==> src/rtl/adc_cfg_consts.svh <==
// Named offsets, field positions, reset values and table figures
// Assumes inclusion by bare name from the design files
`ifndef ADC_CFG_CONSTS_SVH
`define ADC_CFG_CONSTS_SVH

// Register indices, byte address is four times the index
`define IDX_REF_FILT     10'h002
`define IDX_ROUTE_RDY    10'h003
`define IDX_RATE_MODE    10'h004
`define IDX_EXT_CLK      10'h005
`define IDX_COMMAND      10'h006
`define IDX_STATUS       10'h007

// Reset values
`define RST_CFG8         8'h00
`define RST_RATE_MODE    8'h00
`define RST_EXT_KHZ      16'h1000

// Field positions
`define F_REF_HI         7
`define F_REF_LO         6
`define F_FILT_HI        5
`define F_FILT_LO        4
`define F_PSW            3
`define F_LEVEL_HI       2
`define F_LEVEL_LO       0
`define F_ROUTE1_HI      7
`define F_ROUTE1_LO      5
`define F_ROUTE2_HI      4
`define F_ROUTE2_LO      2
`define F_RDY_MODE       1
`define F_RATE_HI        7
`define F_RATE_LO        5
`define F_MODE_HI        4
`define F_MODE_LO        3
`define F_EXT_SEL        2
`define F_CMD_START      0
`define F_CMD_SLEEP      1
`define F_ST_RATE_RSV    17
`define F_ST_LEVEL_RSV   18
`define F_ST_R1_RSV      19
`define F_ST_R2_RSV      20
`define F_ST_SWITCH      21

// Codes and scaling
`define CODE_RSV3        3'h7
`define CODE_LEVEL_RSV   3'h1
`define CODE_SLOWEST     3'h0
`define NOMINAL_CLK_SHIFT 12

`endif

==> src/rtl/adc_cfg_pkg.sv <==
// Types shared by the configuration bank and its rate decoder
// Assumes nothing beyond a SystemVerilog compiler
package adc_cfg_pkg;
    typedef enum logic [1:0] {
        MODE_NORMAL = 2'h0,
        MODE_DUTY   = 2'h1,
        MODE_TURBO  = 2'h2,
        MODE_RSV    = 2'h3
    } op_mode_t;

    typedef enum logic [1:0] {
        SW_OPEN   = 2'h1,
        SW_CLOSED = 2'h2
    } switch_state_t;
endpackage

==> src/rtl/rate_decoder.sv <==
// Decodes rate code and mode into output rate in quarter samples per second
// Assumes the external clock frequency is given in kHz
`include "adc_cfg_consts.svh"
module rate_decoder (
    // Selection
    input  wire logic [2:0]            rate_select,
    input  wire adc_cfg_pkg::op_mode_t mode,
    input  wire logic                  ext_clk_sel,
    input  wire logic [15:0]           ext_clk_khz,
    // Result
    output logic      [16:0]           rate_q4,
    output logic                       rate_reserved
);
    import adc_cfg_pkg::*;

    function automatic logic [12:0] nominal_q4(input op_mode_t m, input logic [2:0] c);
        logic [12:0] r;
        r = 13'h0000;
        case (m)
            MODE_NORMAL: begin
                case (c)
                    3'h0: r = 13'h0050;
                    3'h1: r = 13'h00b4;
                    3'h2: r = 13'h0168;
                    3'h3: r = 13'h02bc;
                    3'h4: r = 13'h0528;
                    3'h5: r = 13'h0960;
                    3'h6: r = 13'h0fa0;
                    default: r = 13'h0000;
                endcase
            end
            MODE_DUTY: begin
                case (c)
                    3'h0: r = 13'h0014;
                    3'h1: r = 13'h002d;
                    3'h2: r = 13'h005a;
                    3'h3: r = 13'h00b0;
                    3'h4: r = 13'h014a;
                    3'h5: r = 13'h0258;
                    3'h6: r = 13'h03e8;
                    default: r = 13'h0000;
                endcase
            end
            MODE_TURBO: begin
                case (c)
                    3'h0: r = 13'h00a0;
                    3'h1: r = 13'h0168;
                    3'h2: r = 13'h02d0;
                    3'h3: r = 13'h0578;
                    3'h4: r = 13'h0a50;
                    3'h5: r = 13'h12c0;
                    3'h6: r = 13'h1f40;
                    default: r = 13'h0000;
                endcase
            end
            default: r = 13'h0000;
        endcase
        return r;
    endfunction

    wire logic [12:0] nominal;
    wire logic [28:0] scaled;

    assign nominal       = nominal_q4(mode, rate_select);
    assign scaled        = 29'(nominal) * 29'(ext_clk_khz);
    assign rate_q4       = ext_clk_sel ? scaled[28:`NOMINAL_CLK_SHIFT] : 17'(nominal);
    assign rate_reserved = (rate_select == `CODE_RSV3) || (mode == MODE_RSV);
endmodule // rate_decoder

==> src/rtl/current_decoder.sv <==
// Decodes excitation level and both routing codes, reserved codes disconnect
// Assumes codes come straight from the configuration registers
`include "adc_cfg_consts.svh"
module current_decoder (
    // Codes
    input  wire logic [2:0]  level_code,
    input  wire logic [2:0]  route_a_code,
    input  wire logic [2:0]  route_b_code,
    // Decoded
    output logic      [10:0] current_ua,
    output logic      [2:0]  route_a,
    output logic      [2:0]  route_b,
    output logic             level_reserved,
    output logic             route_a_reserved,
    output logic             route_b_reserved
);
    function automatic logic [10:0] level_ua(input logic [2:0] c);
        logic [10:0] r;
        r = 11'h000;
        case (c)
            3'h2: r = 11'h032;
            3'h3: r = 11'h064;
            3'h4: r = 11'h0fa;
            3'h5: r = 11'h1f4;
            3'h6: r = 11'h3e8;
            3'h7: r = 11'h5dc;
            default: r = 11'h000;
        endcase
        return r;
    endfunction

    function automatic logic [2:0] route(input logic [2:0] c);
        return (c == `CODE_RSV3) ? 3'h0 : c;
    endfunction

    assign current_ua       = level_ua(level_code);
    assign level_reserved   = (level_code == `CODE_LEVEL_RSV);
    assign route_a          = route(route_a_code);
    assign route_b          = route(route_b_code);
    assign route_a_reserved = (route_a_code == `CODE_RSV3);
    assign route_b_reserved = (route_b_code == `CODE_RSV3);
endmodule // current_decoder

==> src/rtl/adc_config_reg_bank.sv <==
// Configuration register bank of a delta-sigma converter, APB slave
// Assumes an APB master on pclk; event inputs come from logic on pclk
//
// Overview of operation
// - Rate codes 0-6 decode per mode to the listed rates; code 7 reserved.
// - Nominal rates at nominal clock; other external clocks scale rates linearly.
// - Bits 7:6 pick internal, dedicated, alternate or supply reference.
// - Bits 5:4 pick no, both, 50 Hz or 60 Hz mains rejection.
// - Mains rejection acts only at slowest normal and duty-cycle rates.
// - Bit 3 low keeps switch open; high closes on start, opens on sleep.
// - Bits 2:0 set both source currents: off, reserved, 50 to 1500 uA.
// - Bits 7:5 route first source: off, inputs 0-3, primary refs; 7 reserved.
// - Bits 4:2 route second source with the same encoding.
// - Ready mode 0 uses dedicated ready pin; 1 also the serial-out pin.
// - Both eight-bit registers at offsets 2 and 3 are read/write, reset zero.
//
// The implementer's own choice: the APB register port.
`include "adc_cfg_consts.svh"
module adc_config_reg_bank (
    // Clock and reset
    input  wire logic                  pclk,
    input  wire logic                  presetn,
    // APB slave
    input  wire logic [11:0]           paddr,
    input  wire logic                  psel,
    input  wire logic                  penable,
    input  wire logic                  pwrite,
    input  wire logic [31:0]           pwdata,
    output logic      [31:0]           prdata,
    output logic                       pready,
    output logic                       pslverr,
    // Conversion events
    input  wire logic                  data_ready_evt,
    input  wire logic                  data_read_evt,
    // Decoded configuration
    output logic      [1:0]            reference_select,
    output logic      [1:0]            mains_filter_sel,
    output logic                       low_side_switch_closed,
    output logic      [10:0]           excitation_current_level,
    output logic      [2:0]            first_current_route,
    output logic      [2:0]            second_current_route,
    output logic      [16:0]           rate_q4,
    output adc_cfg_pkg::op_mode_t      op_mode,
    // Ready pins
    output logic                       ready_flag_pin_n,
    output logic                       serial_out_ready_pin_n
);
    import adc_cfg_pkg::*;

    logic [7:0]    ref_filt_q;
    logic [7:0]    route_rdy_q;
    logic [7:0]    rate_mode_q;
    logic [15:0]   ext_khz_q;
    switch_state_t sw_q;
    switch_state_t sw_d;
    logic          pready_q;
    logic          pslverr_q;
    logic [31:0]   prdata_q;
    logic [1:0]    ref_out_q;
    logic [1:0]    filt_out_q;
    logic [10:0]   cur_out_q;
    logic [2:0]    route_a_q;
    logic [2:0]    route_b_q;
    logic [16:0]   rate_out_q;
    op_mode_t      mode_out_q;
    logic          rdy_pin_n_q;
    logic          so_rdy_pin_n_q;

    // Address decoding
    wire logic [9:0] idx;
    wire logic       hit_rf;
    wire logic       hit_rr;
    wire logic       hit_rm;
    wire logic       hit_ek;
    wire logic       hit_cmd;
    wire logic       hit_st;
    wire logic       mapped;
    wire logic       access;
    wire logic       wr_done;

    assign idx     = paddr[11:2];
    assign hit_rf  = (idx == `IDX_REF_FILT);
    assign hit_rr  = (idx == `IDX_ROUTE_RDY);
    assign hit_rm  = (idx == `IDX_RATE_MODE);
    assign hit_ek  = (idx == `IDX_EXT_CLK);
    assign hit_cmd = (idx == `IDX_COMMAND);
    assign hit_st  = (idx == `IDX_STATUS);
    assign mapped  = hit_rf | hit_rr | hit_rm | hit_ek | hit_cmd | hit_st;
    assign access  = psel & penable & ~pready_q;
    assign wr_done = psel & penable & pready_q & pwrite;

    // Field extraction
    wire logic [2:0] rate_sel;
    wire op_mode_t   mode;
    wire logic       low_side_switch_ctrl;
    wire logic       ready_mode;
    wire logic       start_cmd;
    wire logic       sleep_cmd;

    assign rate_sel   = rate_mode_q[`F_RATE_HI:`F_RATE_LO];
    assign mode       = op_mode_t'(rate_mode_q[`F_MODE_HI:`F_MODE_LO]);
    assign low_side_switch_ctrl        = ref_filt_q[`F_PSW];
    assign ready_mode = route_rdy_q[`F_RDY_MODE];
    assign start_cmd  = wr_done & hit_cmd & pwdata[`F_CMD_START];
    assign sleep_cmd  = wr_done & hit_cmd & pwdata[`F_CMD_SLEEP];

    // Decoders
    wire logic [16:0] rate_dec;
    wire logic        rate_rsv;
    wire logic [10:0] cur_dec;
    wire logic [2:0]  ra_dec;
    wire logic [2:0]  rb_dec;
    wire logic        lvl_rsv;
    wire logic        ra_rsv;
    wire logic        rb_rsv;

    rate_decoder u_rate (
        .rate_select   (rate_sel),
        .mode          (mode),
        .ext_clk_sel   (rate_mode_q[`F_EXT_SEL]),
        .ext_clk_khz   (ext_khz_q),
        .rate_q4       (rate_dec),
        .rate_reserved (rate_rsv)
    );

    current_decoder u_cur (
        .level_code       (ref_filt_q[`F_LEVEL_HI:`F_LEVEL_LO]),
        .route_a_code     (route_rdy_q[`F_ROUTE1_HI:`F_ROUTE1_LO]),
        .route_b_code     (route_rdy_q[`F_ROUTE2_HI:`F_ROUTE2_LO]),
        .current_ua       (cur_dec),
        .route_a          (ra_dec),
        .route_b          (rb_dec),
        .level_reserved   (lvl_rsv),
        .route_a_reserved (ra_rsv),
        .route_b_reserved (rb_rsv)
    );

    // Mains rejection only at the slowest normal or duty-cycle rate
    wire logic       slowest;
    wire logic [1:0] filt_eff;

    assign slowest  = (rate_sel == `CODE_SLOWEST) & ((mode == MODE_NORMAL) | (mode == MODE_DUTY));
    assign filt_eff = slowest ? ref_filt_q[`F_FILT_HI:`F_FILT_LO] : 2'h0;

    // Read data
    wire logic [31:0] status_word;
    wire logic [31:0] rd_word;

    assign status_word = {10'h000, sw_q == SW_CLOSED, rb_rsv, ra_rsv, lvl_rsv, rate_rsv,
                          rate_out_q};
    assign rd_word = hit_rf ? {24'h000000, ref_filt_q} :
                     hit_rr ? {24'h000000, route_rdy_q} :
                     hit_rm ? {24'h000000, rate_mode_q} :
                     hit_ek ? {16'h0000, ext_khz_q} :
                     hit_st ? status_word : 32'h00000000;

    // Low-side switch
    always_comb begin
        sw_d = sw_q;
        case (sw_q)
            SW_OPEN: begin
                if (low_side_switch_ctrl && start_cmd && !sleep_cmd) begin
                    sw_d = SW_CLOSED;
                end
            end
            SW_CLOSED: begin
                if (!low_side_switch_ctrl || sleep_cmd) begin
                    sw_d = SW_OPEN;
                end
            end
            default: sw_d = SW_OPEN;
        endcase
    end

    // APB handshake, one wait state
    always_ff @(posedge pclk or negedge presetn) begin
        if (!presetn) begin
            pready_q  <= 1'b0;
            pslverr_q <= 1'b0;
            prdata_q  <= 32'h00000000;
        end else begin
            pready_q  <= access;
            pslverr_q <= access & ~mapped;
            prdata_q  <= (access & ~pwrite) ? rd_word : 32'h00000000;
        end
    end

    // Configuration registers
    always_ff @(posedge pclk or negedge presetn) begin
        if (!presetn) begin
            ref_filt_q  <= `RST_CFG8;
            route_rdy_q <= `RST_CFG8;
            rate_mode_q <= `RST_RATE_MODE;
            ext_khz_q   <= `RST_EXT_KHZ;
        end else if (wr_done) begin
            if (hit_rf) begin
                ref_filt_q <= pwdata[7:0];
            end else if (hit_rr) begin
                route_rdy_q <= pwdata[7:0];
            end else if (hit_rm) begin
                rate_mode_q <= pwdata[7:0];
            end else if (hit_ek) begin
                ext_khz_q <= pwdata[15:0];
            end
        end
    end

    // Registered outputs
    always_ff @(posedge pclk or negedge presetn) begin
        if (!presetn) begin
            sw_q       <= SW_OPEN;
            ref_out_q  <= 2'h0;
            filt_out_q <= 2'h0;
            cur_out_q  <= 11'h000;
            route_a_q  <= 3'h0;
            route_b_q  <= 3'h0;
            rate_out_q <= 17'h00000;
            mode_out_q <= MODE_NORMAL;
        end else begin
            sw_q       <= sw_d;
            ref_out_q  <= ref_filt_q[`F_REF_HI:`F_REF_LO];
            filt_out_q <= filt_eff;
            cur_out_q  <= cur_dec;
            route_a_q  <= ra_dec;
            route_b_q  <= rb_dec;
            rate_out_q <= rate_rsv ? 17'h00000 : rate_dec;
            mode_out_q <= mode;
        end
    end

    // Ready pins, a new-data event wins over a read
    always_ff @(posedge pclk or negedge presetn) begin
        if (!presetn) begin
            rdy_pin_n_q    <= 1'b1;
            so_rdy_pin_n_q <= 1'b1;
        end else if (data_ready_evt) begin
            rdy_pin_n_q    <= 1'b0;
            so_rdy_pin_n_q <= ~ready_mode;
        end else if (data_read_evt || !ready_mode) begin
            rdy_pin_n_q    <= rdy_pin_n_q | data_read_evt;
            so_rdy_pin_n_q <= 1'b1;
        end
    end

    assign prdata                   = prdata_q;
    assign pready                   = pready_q;
    assign pslverr                  = pslverr_q;
    assign reference_select         = ref_out_q;
    assign mains_filter_sel         = filt_out_q;
    assign low_side_switch_closed   = sw_q[1];
    assign excitation_current_level = cur_out_q;
    assign first_current_route      = route_a_q;
    assign second_current_route     = route_b_q;
    assign rate_q4                  = rate_out_q;
    assign op_mode                  = mode_out_q;
    assign ready_flag_pin_n         = rdy_pin_n_q;
    assign serial_out_ready_pin_n   = so_rdy_pin_n_q;

    // Checks
    property p_rate_normal_slowest;
        @(posedge pclk) disable iff (!presetn)
        (mode == MODE_NORMAL && rate_sel == 3'h0 && !rate_mode_q[`F_EXT_SEL])
            |=> (rate_q4 == 17'h00050);
    endproperty
    a_rate_normal_slowest: assert property (p_rate_normal_slowest)
        else $error("Slowest normal rate not 20 SPS");

    property p_rate_scaled;
        @(posedge pclk) disable iff (!presetn)
        (mode == MODE_TURBO && rate_sel == 3'h6 && rate_mode_q[`F_EXT_SEL]
            && ext_khz_q == 16'h0800) |=> (rate_q4 == 17'h00fa0);
    endproperty
    a_rate_scaled: assert property (p_rate_scaled)
        else $error("Rate does not scale with half clock");

    property p_ref_follows_write;
        @(posedge pclk) disable iff (!presetn)
        (wr_done && hit_rf) |=> ##1 (reference_select == $past(pwdata[7:6], 2));
    endproperty
    a_ref_follows_write: assert property (p_ref_follows_write)
        else $error("Reference select not taken from write");

    property p_filter_only_slowest;
        @(posedge pclk) disable iff (!presetn)
        (mains_filter_sel != 2'h0) |-> $past(slowest);
    endproperty
    a_filter_only_slowest: assert property (p_filter_only_slowest)
        else $error("Mains filter active outside slowest rate");

    property p_filter_value;
        @(posedge pclk) disable iff (!presetn)
        slowest |=> (mains_filter_sel == $past(ref_filt_q[5:4]));
    endproperty
    a_filter_value: assert property (p_filter_value)
        else $error("Mains filter selection wrong");

    property p_switch_open;
        @(posedge pclk) disable iff (!presetn)
        (!low_side_switch_ctrl || sleep_cmd) |=> !low_side_switch_closed;
    endproperty
    a_switch_open: assert property (p_switch_open)
        else $error("Switch closed while disabled or after sleep");

    property p_switch_close;
        @(posedge pclk) disable iff (!presetn)
        (low_side_switch_ctrl && start_cmd && !sleep_cmd) |=> low_side_switch_closed;
    endproperty
    a_switch_close: assert property (p_switch_close)
        else $error("Switch did not close on start");

    property p_current_max;
        @(posedge pclk) disable iff (!presetn)
        (ref_filt_q[2:0] == 3'h7) |=> (excitation_current_level == 11'h5dc);
    endproperty
    a_current_max: assert property (p_current_max)
        else $error("Top current level not 1500 uA");

    property p_route_reserved;
        @(posedge pclk) disable iff (!presetn)
        (route_rdy_q[7:5] == 3'h7 || route_rdy_q[4:2] == 3'h7)
            |=> (first_current_route != 3'h7 && second_current_route != 3'h7);
    endproperty
    a_route_reserved: assert property (p_route_reserved)
        else $error("Reserved route reached an output");

    property p_serial_ready_gated;
        @(posedge pclk) disable iff (!presetn)
        (!ready_mode && !data_ready_evt) |=> serial_out_ready_pin_n;
    endproperty
    a_serial_ready_gated: assert property (p_serial_ready_gated)
        else $error("Serial-out pin signalled ready in dedicated mode");

    property p_read_back;
        @(posedge pclk) disable iff (!presetn)
        (psel && penable && pready && !pwrite && hit_rr) |-> (prdata[7:0] == route_rdy_q);
    endproperty
    a_read_back: assert property (p_read_back)
        else $error("Read data differs from routing register");

    c_switch_closes: cover property (@(posedge pclk) disable iff (!presetn)
        $rose(low_side_switch_closed));
    c_filter_active: cover property (@(posedge pclk) disable iff (!presetn)
        mains_filter_sel == 2'h1);
    c_both_ready_pins: cover property (@(posedge pclk) disable iff (!presetn)
        !ready_flag_pin_n && !serial_out_ready_pin_n);
    c_unmapped: cover property (@(posedge pclk) disable iff (!presetn) pready && pslverr);
endmodule // adc_config_reg_bank

==> config.mk <==
export PLATFORM = sky130hd
export DESIGN_NAME = adc_config_reg_bank
export DESIGN_NICKNAME = d
export VERILOG_FILES = /design/src/rtl/adc_cfg_pkg.sv /design/src/rtl/rate_decoder.sv /design/src/rtl/current_decoder.sv /design/src/rtl/adc_config_reg_bank.sv
export VERILOG_INCLUDE_DIRS = /design/src /design/src/rtl
export SDC_FILE = /design/constraint.sdc
export NUM_CORES = 1
export LEC_CHECK = 0
export ABC_AREA = 1
export BUFFER_PORTS_ARGS = -buffer_cell sky130_fd_sc_hd__buf_2
export CORE_ASPECT_RATIO = 0.6
export CORE_MARGIN = 1.5
export CORE_UTILIZATION = 50
export CTS_CLUSTER_DIAMETER = 100
export DETAILED_ROUTE_END_ITERATION = 8
export GPL_ROUTABILITY_DRIVEN = 0
export MAX_ROUTING_LAYER = met4
export PLACE_DENSITY_LB_ADDON = 0.2
export SLEW_MARGIN = 20
export SYNTH_ARGS = -nofsm -noshare
export SYNTH_HDL_FRONTEND = slang
export SYNTH_SLANG_ARGS = --single-unit
==> constraint.sdc <==
create_clock -name pclk -period 7.5 [get_ports pclk]
set_input_delay 0.75 -clock pclk [delete_from_list [all_inputs] [get_ports pclk]]
set_output_delay 0.75 -clock pclk [all_outputs]
set_load 0.02 [all_outputs]
==> flow_metrics.tcl <==
set metrics [dict create \
    status "completed" \
    cts_hold_buf 0 \
    route.detailed.wl_per_inst_um 17.59 \
    track_usage_pct 29.05 \
    viasPerCell 5.206 \
    rsz0062_at_grt "no" \
    core_um2 23080 \
    tns_ns 0 \
    avgSynthCellArea_um2 7.833 \
    netlist_area_um2 11750 \
    drive_gt1_share_pct 11.53 \
    clkLatencyLatePin_ns 0.35 \
    hold_class "input pin to asynchronous set/reset pin" \
    dieArea_um2 24460 \
    finClkSkew_ns 0.006394 \
    synth_top_area_share_pct 26.07 \
    num-nets-final 1847 \
    h-tree-depth 3 \
    synthArstFlopShare_pct 100.0 \
    postPlaceCellArea_um2 12410 \
    max-cap-violations 0 \
    ys_types 48 \
    initial_core_util_pct 50.90 \
    hpwl_um 27140 \
    grt_max_degree 61 \
    finalCritPeriodShare_pct 82.23 \
    grt_pass1_wl_um 52630 \
    synth-edff-count 0 \
    post-route-util_pct 54.91 \
    cts_tree "yes" \
    arrival_ns 6.44 \
    stdcell_area_um2 12670 \
    io_pins 128 \
    root_buffer "clkbuf_16" \
    ir_worst_vdd_uv 93.29 \
    hold_violations 0 \
    drt_first_pass_iters 5 \
    worstSetupStartpointType "register" \
    synth-seq-cells 107 \
    critPathMaxFanout 14 \
    netlist_top_cells_area "fa_1 (26%), dfrtp_1 (22%), nand2_1 (12%)" \
    min_period_ns 6.167 \
    worst_ep_required_time_ns 7.77 \
    synthToLayoutAreaGrowth_pct 7.881 \
    use_met2_pct 37.13 \
    busiest_layer "met1" \
    p_leak_nw 7.249 \
    cp_cell_sequence "inv_1 -> nand2_1 -> nand3_2 -> o211ai_2 -> nand2_1 -> fa_1 -> inv_1 -> fa_1 -> fa_1 -> fa_1 -> inv_1 -> fa_1 -> inv_1 -> ha_1 -> nand2_1 -> nand2_1 -> a21oi_1 -> nor2_1 -> o21bai_1 -> nand3_1 -> nand2_1 -> inv_1 -> nor2_1" \
    crit_family "adder cells" \
    rows 43 \
    ant_nets 0 \
    worstSetupEndpointType "register" \
    criticalPathCategory "register to register" \
    drt_iter0_drc 1021 \
    synth-seq-area-share_pct 22.83 \
    gr-usage-met1_pct 47.30 \
    antenna_cells 0 \
    synthTopCellsByCount "nand2_1 (364), inv_1 (344), nor2_1 (167), fa_1 (153), dfrtp_1 (103)" \
    grt_antenna_before_repair 0 \
    postCtsSetupRepairBufs 0 \
    routed_wl_um 33300 \
    max_freq_mhz 162.2 \
    route.vias.total 9855 \
    synthCells 1500 \
    synth_most_common_cell "nand2_1" \
    path_buf_inv 5 \
    worst_pin_slew_ns 0.9025 \
    worst_path_max_delay_cell "o211ai_2" \
    drcViolationCount 0 \
    synth_warnings 0 \
    slew_viol_final 0 \
    die_w_um 200.9 \
    path_clk_slew_ns 0.07 \
    setup_viol 0 \
    port_buffers 98 \
    clock-sinks 107 \
    cts_buffer_depth 2 \
    crit_path_max_incr_delay_ns 0.73 \
    ys.flop_type "dfrtp_1" \
    cts_resized 0 \
    met3_usage_pct 6.635 \
    slew_headroom_pct 39.66 \
    die_h_um 121.7 \
    synth_area_leader_cell "fa_1" \
    grt_pass1_vias 9386 \
    numCtsBuffers 9 \
    powerDensity_nw_per_um2 84.50 \
    overflow 0 \
]
==> power breakdown <==
part / total, mW / switching (mW) / internal, mW
registers: 0.580 / 0.00134 / 0.578
logic: 0.0473 / 0.0359 / 0.0114
clock network: 0.444 / 0.216 / 0.228
total: 1.07 / 0.253 / 0.818
==> layout make-up <==
type / count / area [µm²]
fillers: 2182 / 10410
multi-input cells: 998 / 7466
flip-flops and latches: 107 / 2683
inverters: 355 / 1340
repair buffers: 102 / 523.0
well taps: 315 / 394.1
clock buffers: 11 / 232.7
clock inverters: 5 / 36.28
==> path summary, 6_finish.rpt <==
kind / cells past startpoint / slack [ns] / start / endpoint
worst max-delay path: 23 / 1.33 / rate_mode_q[7] / rate_q4[16]
worst min-delay path: 1 / 0.41 / presetn / reference_select[1]
worst max register to register: 23 / 1.33 / rate_mode_q[7] / rate_q4[16]
worst min register to register: 0 / 0.45 / ref_filt_q[7] / reference_select[1]
max in group asynchronous: 2 / 5.91 / presetn / ref_filt_q[0]
min in group pclk: 0 / 0.45 / ref_filt_q[7] / reference_select[1]
==> metal layers <==
metal	wire [µm]	vias to the layer above
met2	12580	459
li1	-	4566
met3	3850	28
met4	245	0
met1	16630	4802
met5	0	-
==> cells in the final DEF, fill, tap and decap left out, types with 10 or more instances in the layout <==
cell	n
nor2_1	167
inv_1	344
dfrtp_1	103
buf_2	97
nand4_1	10
a21oi_1	42
ha_1	70
nand2_1	364
fa_1	153
o21ai_0	37
nand3_1	50
nor3_1	20
conb_1	11
==> sequential cells by signal, summed over array words and instances, names as in the netlist <==
name and cells:
reference_select 2, serial_out_ready_pin_n 1, rate_mode_q 8, pslverr 1
rate_q4 17, ext_khz_q 16, first_current_route 3, sw_q 2
ready_flag_pin_n 1, ref_filt_q 8, pready 1, second_current_route 3
prdata 22, mains_filter_sel 2, route_rdy_q 8, op_mode 2
excitation_current_level 10
==> kinds of logic (layout without fill, tap and decap cells) <==
| logic type | Yosys count | in the layout | synth area share (%) |
|---|---|---|---|
| simple gates | 645 | 645 | 22.86 |
| buf+inv | 405 | 473 | 13.94 |
| fa+ha+maj | 223 | 223 | 33.53 |
| compound gates | 108 | 108 | 5.687 |
| flops | 107 | 107 | 22.83 |
| mux | 8 | 8 | 0.8946 |
| xor+xnor | 3 | 3 | 0.2237 |
| other cells | 1 | 11 | 0.03192 |
==> metrics by stage <==
step | power (mW) | setup slack, ns | cells | hold WS, ns
6_report | 1.071 | 1.333 | 1893 | 0.4130
5_1_grt | 1.104 | 0.9495 | 1893 | 0.4503
4_1_cts | 1.077 | 1.396 | 1893 | 0.4283
3_5_place_dp | 0.6384 | 1.437 | 1877 | 0.4274
3_3_place_gp | 0.6382 | 1.489 | 1877 | 0.4318
2_1_floorplan | 0.6149 | 2.344 | 1510 | 0.3548
No activity file was read; power rests on OpenSTA's default activity.
